File: config.mk
export PLATFORM = sky130hd
export DESIGN_NAME = bpm_port_mux
export DESIGN_NICKNAME = d
export VERILOG_FILES = /design/src/bpm_pkg.sv /design/src/bpm_port_mux.sv
export SDC_FILE = /design/constraint.sdc
export NUM_CORES = 1
export LEC_CHECK = 0
export BUFFER_PORTS_ARGS = -buffer_cell sky130_fd_sc_hd__buf_4
export CORE_MARGIN = 5
export CORE_UTILIZATION = 40
export DETAILED_ROUTE_END_ITERATION = 8
export PLACE_DENSITY = 0.72
export SYNTH_ARGS = -nofsm -noshare
export SYNTH_HDL_FRONTEND = slang
export SYNTH_SLANG_ARGS = --single-unit
File: constraint.sdc
create_clock -name pclk -period 1.9 [get_ports pclk]
set_clock_uncertainty 0.05 [all_clocks]
set_input_delay 0.57 -clock pclk [delete_from_list [all_inputs] [get_ports pclk]]
set_output_delay 0.57 -clock pclk [all_outputs]
set_load 0.005 [all_outputs]
File: src/bpm_pkg.sv
// constants, register map and carrier types of the port pin multiplexer
package bpm_pkg;

	// register byte offsets on the apb bus
	localparam logic [7:0] BPM_OFS_PE_PIN = 8'h00;
	localparam logic [7:0] BPM_OFS_PE_LAT = 8'h04;
	localparam logic [7:0] BPM_OFS_PE_DIR = 8'h08;
	localparam logic [7:0] BPM_OFS_PF_PIN = 8'h0C;
	localparam logic [7:0] BPM_OFS_PF_LAT = 8'h10;
	localparam logic [7:0] BPM_OFS_PF_DIR = 8'h14;
	localparam logic [7:0] BPM_OFS_PG_PIN = 8'h18;
	localparam logic [7:0] BPM_OFS_CMP = 8'h1C;
	localparam logic [7:0] BPM_OFS_ADC = 8'h20;
	localparam logic [7:0] BPM_OFS_CFG = 8'h24;

	// values after reset
	localparam logic [7:0] BPM_RST_LAT = 8'h00;
	localparam logic [7:0] BPM_RST_DIR = 8'hFF;
	localparam logic [7:0] BPM_RST_CMP = 8'h00;
	localparam logic [7:0] BPM_RST_ADC = 8'h00;
	localparam logic [7:0] BPM_RST_CFG = 8'h02;
	localparam logic [2:0] BPM_RST_PU = 3'h0;

	// field positions and codes
	localparam int BPM_CFG_U2SEL = 0;
	localparam int BPM_CFG_REMAP = 1;
	localparam int BPM_CFG_SDTRI = 2;
	localparam logic [2:0] BPM_CMP_OFF = 3'h7;
	localparam logic [2:0] BPM_CMP_OUT_MODE = 3'h3;
	localparam logic [3:0] BPM_PCFG_ALL_DIG = 4'hF;
	localparam logic [4:0] BPM_PF_AN_BASE = 5'h05;
	localparam int BPM_PF_LO = 1;
	localparam int BPM_PF_HI = 7;
	localparam int BPM_PF_CMP_LO = 3;
	localparam int BPM_PF_CMP_HI = 6;
	localparam int BPM_PE_PSP_WR = 1;
	localparam int BPM_PE_PSP_CS = 2;
	localparam int BPM_PE_BUS14 = 6;
	localparam int BPM_PE_BUS15 = 7;
	localparam int BPM_PG_J_PU = 0; // port j pullup is register bit 5

	// decoded register index
	typedef enum logic [3:0] {
		BPM_R_PE_PIN = 4'h0,
		BPM_R_PE_LAT = 4'h1,
		BPM_R_PE_DIR = 4'h2,
		BPM_R_PF_PIN = 4'h3,
		BPM_R_PF_LAT = 4'h4,
		BPM_R_PF_DIR = 4'h5,
		BPM_R_PG_PIN = 4'h6,
		BPM_R_CMP = 4'h7,
		BPM_R_ADC = 4'h8,
		BPM_R_CFG = 4'h9,
		BPM_R_NONE = 4'hF
	} bpm_reg_e;

	// peripheral requests toward the shared pins
	typedef struct packed {
		logic ext_bus_en;
		logic ext_bus_drive;
		logic [1:0] ext_bus_out;
		logic ccp2_en;
		logic ccp2_out;
		logic pwm2a_en;
		logic pwm2a_out;
		logic pwm1b_en;
		logic pwm1b_out;
		logic pwm_shutdown;
		logic psp_en;
		logic cmp1_out;
		logic cmp2_out;
	} bpm_periph_req_s;

	// pin levels handed back to the peripherals
	typedef struct packed {
		logic [1:0] ext_bus_in;
		logic ccp2_capture;
		logic psp_write;
		logic psp_select;
	} bpm_periph_rsp_s;

endpackage

File: src/bpm_port_mux.sv
// port e/f/g pin multiplexer with apb register file
//
// Function
// - direction bit one makes pin input
// - direction bit zero drives latch onto pin
// - port f has pins seven down to one
// - latch reads back latched value, not pins
// - schmitt inputs, per-pin direction on port f
// - port f pins one-six serve comparators
// - reset makes rf6..rf1 analog, reading zero
// - external bus overrides everything on pin
// - large package: pins 6,7 carry bus 14,15
// - unit2 compare out, capture in on pin 7
// - unit2 on pin 7 if select clear, micro
// - pwm1 channel b on pin 6 when remapped
// - pwm overrides latch, optional shutdown tristate
// - port g: levels 4:0, pullups 7:5
// - port f pin seven purely digital
// - peripheral owns direction on don't-care functions
// - pins 1,2 are parallel port controls
//
// Chosen here: the APB slave port and the register addresses.
`timescale 1ns/1ns
`default_nettype none

module bpm_port_mux
	import bpm_pkg::*;
#(
	parameter int ADDR_W = 8,
	parameter bit LARGE_PKG = 1'b1
) (
	input wire logic pclk,
	input wire logic presetn,
	input wire logic psel,
	input wire logic penable,
	input wire logic pwrite,
	input wire logic [ADDR_W-1:0] paddr,
	input wire logic [31:0] pwdata,
	input wire logic [3:0] pstrb,
	output logic [31:0] prdata,
	output logic pready,
	output logic pslverr,
	input wire logic micro_mode,
	input wire logic [7:0] pe_in,
	output logic [7:0] pe_out,
	output logic [7:0] pe_oe_n,
	input wire logic [7:1] pf_in,
	output logic [7:1] pf_out,
	output logic [7:1] pf_oe_n,
	input wire logic [4:0] pg_in,
	output logic [2:0] pullup_en,
	input wire bpm_periph_req_s periph_req,
	output bpm_periph_rsp_s periph_rsp
);

	////////////////////////////////////////////////////////////////////////
	// parameter checks

	generate
		if (ADDR_W < 8 || ADDR_W > 32) begin : g_bad_addr
			$error("address width must be 8 to 32");
		end
	endgenerate

	////////////////////////////////////////////////////////////////////////
	// state

	typedef struct packed {
		logic [7:0] pe_lat;
		logic [7:0] pe_dir;
		logic [7:1] pf_lat;
		logic [7:1] pf_dir;
		logic [2:0] pg_pu;
		logic [7:0] cmp;
		logic [7:0] adc;
		logic [7:0] cfg;
		logic [7:0] pe_sync;
		logic [7:1] pf_sync;
		logic [4:0] pg_sync;
		logic [7:0] pe_out;
		logic [7:0] pe_oe_n;
		logic [7:1] pf_out;
		logic [7:1] pf_oe_n;
		logic [31:0] prdata;
	} bpm_state_s;

	bpm_state_s s_r;
	bpm_state_s s_nxt;

	////////////////////////////////////////////////////////////////////////
	// decoding helpers

	// maps a bus address to a register index
	function automatic bpm_reg_e bpm_decode(input logic [ADDR_W-1:0] a);
		logic [7:0] lo;
		lo = a[7:0];
		if (ADDR_W > 8 && (a >> 8) != '0) begin
			return BPM_R_NONE;
		end
		unique case (lo)
			BPM_OFS_PE_PIN: return BPM_R_PE_PIN;
			BPM_OFS_PE_LAT: return BPM_R_PE_LAT;
			BPM_OFS_PE_DIR: return BPM_R_PE_DIR;
			BPM_OFS_PF_PIN: return BPM_R_PF_PIN;
			BPM_OFS_PF_LAT: return BPM_R_PF_LAT;
			BPM_OFS_PF_DIR: return BPM_R_PF_DIR;
			BPM_OFS_PG_PIN: return BPM_R_PG_PIN;
			BPM_OFS_CMP: return BPM_R_CMP;
			BPM_OFS_ADC: return BPM_R_ADC;
			BPM_OFS_CFG: return BPM_R_CFG;
			default: return BPM_R_NONE;
		endcase
	endfunction

	// true when port f pin i is in analog mode
	function automatic logic bpm_pf_analog(input int i,
			input logic [7:0] adc, input logic [7:0] cmp);
		logic [4:0] chan;
		logic cmp_on;
		chan = BPM_PF_AN_BASE + 5'(i);
		cmp_on = (cmp[2:0] != BPM_CMP_OFF);
		if (i == BPM_PF_HI) begin
			return 1'b0;
		end
		if (cmp_on && i >= BPM_PF_CMP_LO && i <= BPM_PF_CMP_HI) begin
			return 1'b1;
		end
		if (adc[3:0] == BPM_PCFG_ALL_DIG) begin
			return 1'b0;
		end
		return (5'(adc[3:0]) + chan) < 5'd15;
	endfunction

	////////////////////////////////////////////////////////////////////////
	// combinational decode of routing

	bpm_reg_e sel;
	logic wr_en;
	logic u2_routed;
	logic pwm_tri;
	logic bus_owns;
	logic [7:1] pf_digital;

	always_comb begin
		sel = bpm_decode(paddr);
		wr_en = psel && penable && pwrite && pstrb[0] && sel != BPM_R_NONE;
		u2_routed = !s_r.cfg[BPM_CFG_U2SEL] && micro_mode;
		pwm_tri = periph_req.pwm_shutdown && s_r.cfg[BPM_CFG_SDTRI];
		bus_owns = LARGE_PKG && periph_req.ext_bus_en;
		for (int i = BPM_PF_LO; i <= BPM_PF_HI; i++) begin
			pf_digital[i] = bpm_pf_analog(i, s_r.adc, s_r.cmp) ?
				1'b0 : s_r.pf_sync[i];
		end
	end

	////////////////////////////////////////////////////////////////////////
	// next state

	always_comb begin
		s_nxt = s_r;
		// schmitt inputs taken once per clock
		s_nxt.pe_sync = pe_in;
		s_nxt.pf_sync = pf_in;
		s_nxt.pg_sync = pg_in;

		// register writes on the access edge
		if (wr_en) begin
			unique case (sel)
				BPM_R_PE_PIN, BPM_R_PE_LAT: begin
					s_nxt.pe_lat = pwdata[7:0];
				end
				BPM_R_PE_DIR: begin
					s_nxt.pe_dir = pwdata[7:0];
				end
				BPM_R_PF_PIN, BPM_R_PF_LAT: begin
					s_nxt.pf_lat = pwdata[7:1];
				end
				BPM_R_PF_DIR: begin
					s_nxt.pf_dir = pwdata[7:1];
				end
				BPM_R_PG_PIN: begin
					s_nxt.pg_pu = pwdata[7:5];
					if (!LARGE_PKG) begin
						s_nxt.pg_pu[BPM_PG_J_PU] = 1'b0;
					end
				end
				BPM_R_CMP: begin
					s_nxt.cmp = {2'b00, pwdata[5:0]};
				end
				BPM_R_ADC: begin
					s_nxt.adc = {2'b00, pwdata[5:0]};
				end
				BPM_R_CFG: begin
					s_nxt.cfg = {5'b00000, pwdata[2:0]};
				end
				BPM_R_NONE: begin
				end
			endcase
		end

		// read data captured in the setup cycle
		if (psel && !penable) begin
			unique case (sel)
				BPM_R_PE_PIN: s_nxt.prdata = {24'h0, s_r.pe_sync};
				BPM_R_PE_LAT: s_nxt.prdata = {24'h0, s_r.pe_lat};
				BPM_R_PE_DIR: s_nxt.prdata = {24'h0, s_r.pe_dir};
				BPM_R_PF_PIN: s_nxt.prdata = {24'h0, pf_digital, 1'b0};
				BPM_R_PF_LAT: s_nxt.prdata = {24'h0, s_r.pf_lat, 1'b0};
				BPM_R_PF_DIR: s_nxt.prdata = {24'h0, s_r.pf_dir, 1'b0};
				BPM_R_PG_PIN: s_nxt.prdata = {24'h0, s_r.pg_pu, s_r.pg_sync};
				BPM_R_CMP: s_nxt.prdata = {24'h0, periph_req.cmp2_out,
					periph_req.cmp1_out, s_r.cmp[5:0]};
				BPM_R_ADC: s_nxt.prdata = {24'h0, s_r.adc};
				BPM_R_CFG: s_nxt.prdata = {24'h0, s_r.cfg};
				BPM_R_NONE: s_nxt.prdata = 32'h0000_0000;
			endcase
		end

		// port e: latch and direction by default
		for (int i = 0; i < 8; i++) begin
			s_nxt.pe_out[i] = s_r.pe_lat[i];
			s_nxt.pe_oe_n[i] = s_r.pe_dir[i];
		end
		// parallel port controls force inputs
		if (periph_req.psp_en) begin
			s_nxt.pe_oe_n[BPM_PE_PSP_WR] = 1'b1;
			s_nxt.pe_oe_n[BPM_PE_PSP_CS] = 1'b1;
		end
		// pwm1 channel b on pin 6
		if (LARGE_PKG && s_r.cfg[BPM_CFG_REMAP] && periph_req.pwm1b_en) begin
			s_nxt.pe_out[BPM_PE_BUS14] = periph_req.pwm1b_out;
			s_nxt.pe_oe_n[BPM_PE_BUS14] = pwm_tri;
		end
		// unit2 compare output over port data when direction is zero
		if (u2_routed && periph_req.ccp2_en && !s_r.pe_dir[BPM_PE_BUS15]) begin
			s_nxt.pe_out[BPM_PE_BUS15] = periph_req.ccp2_out;
		end
		// pwm2 channel a on pin 7
		if (u2_routed && periph_req.pwm2a_en) begin
			s_nxt.pe_out[BPM_PE_BUS15] = periph_req.pwm2a_out;
			s_nxt.pe_oe_n[BPM_PE_BUS15] = pwm_tri;
		end
		// external bus wins over everything on its pins
		if (bus_owns) begin
			s_nxt.pe_out[BPM_PE_BUS14] = periph_req.ext_bus_out[0];
			s_nxt.pe_out[BPM_PE_BUS15] = periph_req.ext_bus_out[1];
			s_nxt.pe_oe_n[BPM_PE_BUS14] = !periph_req.ext_bus_drive;
			s_nxt.pe_oe_n[BPM_PE_BUS15] = !periph_req.ext_bus_drive;
		end

		// port f: latch drive, unaffected by analog mode
		for (int i = BPM_PF_LO; i <= BPM_PF_HI; i++) begin
			s_nxt.pf_out[i] = s_r.pf_lat[i];
			s_nxt.pf_oe_n[i] = s_r.pf_dir[i];
		end
		// comparator outputs take priority over port data
		if (s_r.cmp[2:0] == BPM_CMP_OUT_MODE) begin
			s_nxt.pf_out[1] = periph_req.cmp2_out;
			s_nxt.pf_out[2] = periph_req.cmp1_out;
		end
	end

	////////////////////////////////////////////////////////////////////////
	// state register

	always_ff @(posedge pclk or negedge presetn) begin
		if (!presetn) begin
			s_r.pe_lat <= BPM_RST_LAT;
			s_r.pe_dir <= BPM_RST_DIR;
			s_r.pf_lat <= BPM_RST_LAT[7:1];
			s_r.pf_dir <= BPM_RST_DIR[7:1];
			s_r.pg_pu <= BPM_RST_PU;
			s_r.cmp <= BPM_RST_CMP;
			s_r.adc <= BPM_RST_ADC;
			s_r.cfg <= BPM_RST_CFG;
			s_r.pe_sync <= 8'h00;
			s_r.pf_sync <= 7'h00;
			s_r.pg_sync <= 5'h00;
			s_r.pe_out <= 8'h00;
			s_r.pe_oe_n <= 8'hFF;
			s_r.pf_out <= 7'h00;
			s_r.pf_oe_n <= 7'h7F;
			s_r.prdata <= 32'h0000_0000;
		end else begin
			s_r <= s_nxt;
		end
	end

	////////////////////////////////////////////////////////////////////////
	// outputs

	// zero-wait apb answer
	assign pready = 1'b1;
	assign pslverr = psel && penable && sel == BPM_R_NONE;
	assign prdata = s_r.prdata;

	// pin drivers straight from flops
	assign pe_out = s_r.pe_out;
	assign pe_oe_n = s_r.pe_oe_n;
	assign pf_out = s_r.pf_out;
	assign pf_oe_n = s_r.pf_oe_n;
	assign pullup_en = s_r.pg_pu;

	// sampled pin levels back to peripherals
	assign periph_rsp.ext_bus_in = bus_owns ?
		{s_r.pe_sync[BPM_PE_BUS15], s_r.pe_sync[BPM_PE_BUS14]} : 2'b00;
	assign periph_rsp.ccp2_capture = u2_routed && s_r.pe_dir[BPM_PE_BUS15] &&
		s_r.pe_sync[BPM_PE_BUS15];
	assign periph_rsp.psp_write = s_r.pe_sync[BPM_PE_PSP_WR];
	assign periph_rsp.psp_select = s_r.pe_sync[BPM_PE_PSP_CS];

endmodule

`default_nettype wire

==> impl_metrics.ini <==
[floorplanning]
core_sq_um = 12600
dieWidth_um = 123
dieArea_sq_um = 15100
start_util_pct = 40.6
die_height_um = 123
io_pins = 156
row_count = 41

[sta]
post-route-min-period_ps = 1940
fin_ws_ps = -40.9
tightest_slew_ps = 541
hold_viol = 0
fin_setup_tns_ps = -40.9
max-slew-margin-rel_pct = 63.8
fin_crit_sh_pct = 102
fmax_ghz = 0.515
fin_hold_ws_ps = 108
drv_slew = 0
rsz0062_at_grt = true
finalSetupViolCount = 1

[cts]
cts_tree = built
clock_path_buffers = 2
cts_buffers = 9
clk_latency_ps = 360
cts.sinks = 106
cts_max_level = 3
cts_root_buffer = clkbuf_16
postCtsHoldBufs = 0
clk_pin_slew_ps = 70

[layout]
final_area_sq_um = 6590
num-fill-cells = 1143
n_antenna_cell = 0
layoutNonFillerInstCount = 744
nets = 653
final_cell_mix = 172 x buf_4, 75 x dfrtp_1, 34 x mux2_2, 31 x dfstp_2, 25 x conb_1
layout_commonest_cell = buf_4
drive_above_1_share_pct = 51.2
syn_to_final_growth_pct = 29.0

[global_route]
antenna_found_initial = 0
grt_pass1_wl_um = 20500
grt_max_degree = 35
track_usage_pct = 18.0
first_global_vias = 3837
grt.overflow.total = 0

[setup_path]
cp_max_fo = 5
worstSetupEndpointType = output port
crit_path_start_kind = input pin
worst_ep_required_time_ps = 1280
path_class = in -> out
cp.arrival_ps = 1320

[routing]
routed_wl_um = 13200
drtAntennaViolNets = 0
avgViaCountPerCell = 4.93
drc = 0
wire_per_inst_um = 17.7
first_pass_iters = 4
drt-initial-drc-count = 193
vias = 3665

[power_and_ir_drop]
p_leak_nw = 3.13
power_mw = 4.59
vdd_drop_max_uv = 357
power_per_cell_area_nw_per_um2 = 697

[place]
post_dp_cell_area_sq_um = 6290
place_inst = 727
hpwl_um = 10300
place.gp.congestion = 0.858
io_buffers = 103

[outcome]
status = complete, but fails checks
violations = negative setup slack

[synthesis]
syn_area_per_cell_sq_um = 11.6
netlist_instances = 439
seq_area_frac_synth_pct = 52.7
yosysUniqueCellTypes = 55
netlist_area_sq_um = 5110
synth_area_leaders = dfrtp_1 37%, dfstp_2 16%, mux2_2 11%
yosys_warnings = 0
synth_edf_count = 0
synthArstFlopShare_pct = 100
yosysTopAreaCell = dfrtp_1
synth_top_area_share_pct = 36.7
synth.ff_latch_count = 106
synth_flop_cell = dfrtp_1

[worst_hold_path]
hold_path.class = in -> async

[run]
cap_violations = 0
## area by class of cell
type                    instances  area (sq um)  area share, %
inverters                       7          26.3          0.399
well taps                     172           215           3.27
multi-input cells             266          1990           30.1
clock buffers                   9           225           3.42
repair buffers                177          1390           21.1
clock inverters                 7          52.6          0.798
flip-flops and latches        106          2690           40.9
## final timing paths
kind	start	endpoint	slack, ps	cells after the start
worst max register to register	s_r[90]	prdata[6]	140	6
worst min register to register	s_nxt[36]	pf_oe_n[5]	330	0
min in group pclk	pg_in[4]	s_r[66]	270	1
worst min-delay path	presetn	s_nxt[44]	110	1
max in group asynchronous	presetn	s_r[83]	1100	2
worst max-delay path	paddr[1]	pslverr	-40	5
## kinds of logic (layout without fill, tap and decap cells)
| kind of cell | after synthesis | after routing | synth area share (%) |
|---|---|---|---|
| other | 2 | 25 | 0.147 |
| multiplexers | 61 | 61 | 13.4 |
| AND/OR/NAND/NOR | 105 | 105 | 12.2 |
| adder cells (fa/ha/maj) | 2 | 2 | 0.490 |
| AO/OA/AOI/OAI | 73 | 73 | 8.97 |
| flip-flops | 106 | 106 | 52.7 |
| buffers and inverters | 90 | 200 | 12.1 |
## state kept, by name, indices dropped and copies added, names as in the netlist
signal      cells
s_r            40
s_nxt          22
pe_oe_n         8
pe_out          8
prdata          8
pf_oe_n         7
pf_out          7
pullup_en       3
periph_rsp      2
pf_digital      1
## cells in the mapped netlist (all sizes together), types with 2 or more instances
cell type,instances
or3,7
o211ai,2
a21oi,14
nor2b,6
mux2i,11
dfstp,31
dfrtp,75
inv,7
nor3b,2
mux2,49
a2111oi,5
ha,2
nand3,10
nor3,10
nand4,2
a221oi,3
nand2,21
conb,2
and3,4
nor2,22
a22oi,2
a31oi,7
a211oi,2
and2,2
nor4b,3
nand3b,4
clkbuf,5
buf,78
nand2b,3
or2,2
nor4,4
o21a,2
o21ai,26
## per-stage QoR
stage | setup WS [ps] | utilization [%]
after floorplan | -212 | -
after global placement | -334 | 50.0
after detailed placement | -316 | 50.0
after CTS | -14.8 | 52.4
after global routing | -60.9 | 52.4
final | -40.9 | 52.4
## timing repair
item / CTS / global route
setup buffers: 1 / 0
pin swaps: 1 / 0
resized for setup: 5 / 3
setup endpoints to repair: 2 / 5
endpoints found under the hold margin: 0 / 0
## critical path, cell delays in order
cell     delay [ps]
buf_4           140
nor2_2          170
nand3_2         110
and3_1          200
buf_4           130
## report_power, final
group | switching (mW) | internal [mW]
clock | 0.850 | 0.898
combinational | 0.241 | 0.252
sequential | 0.0304 | 2.32
## metal layers
layer  track usage, %  routed length (um)  up-vias
met3             3.61                 705       19
met2             30.4                6620      117
met1             23.0                5560     1809
li1                 -                   -     1720
met4             6.64                 274        0
met5                0                   0        -
No activity file was read; power rests on OpenSTA's default activity.
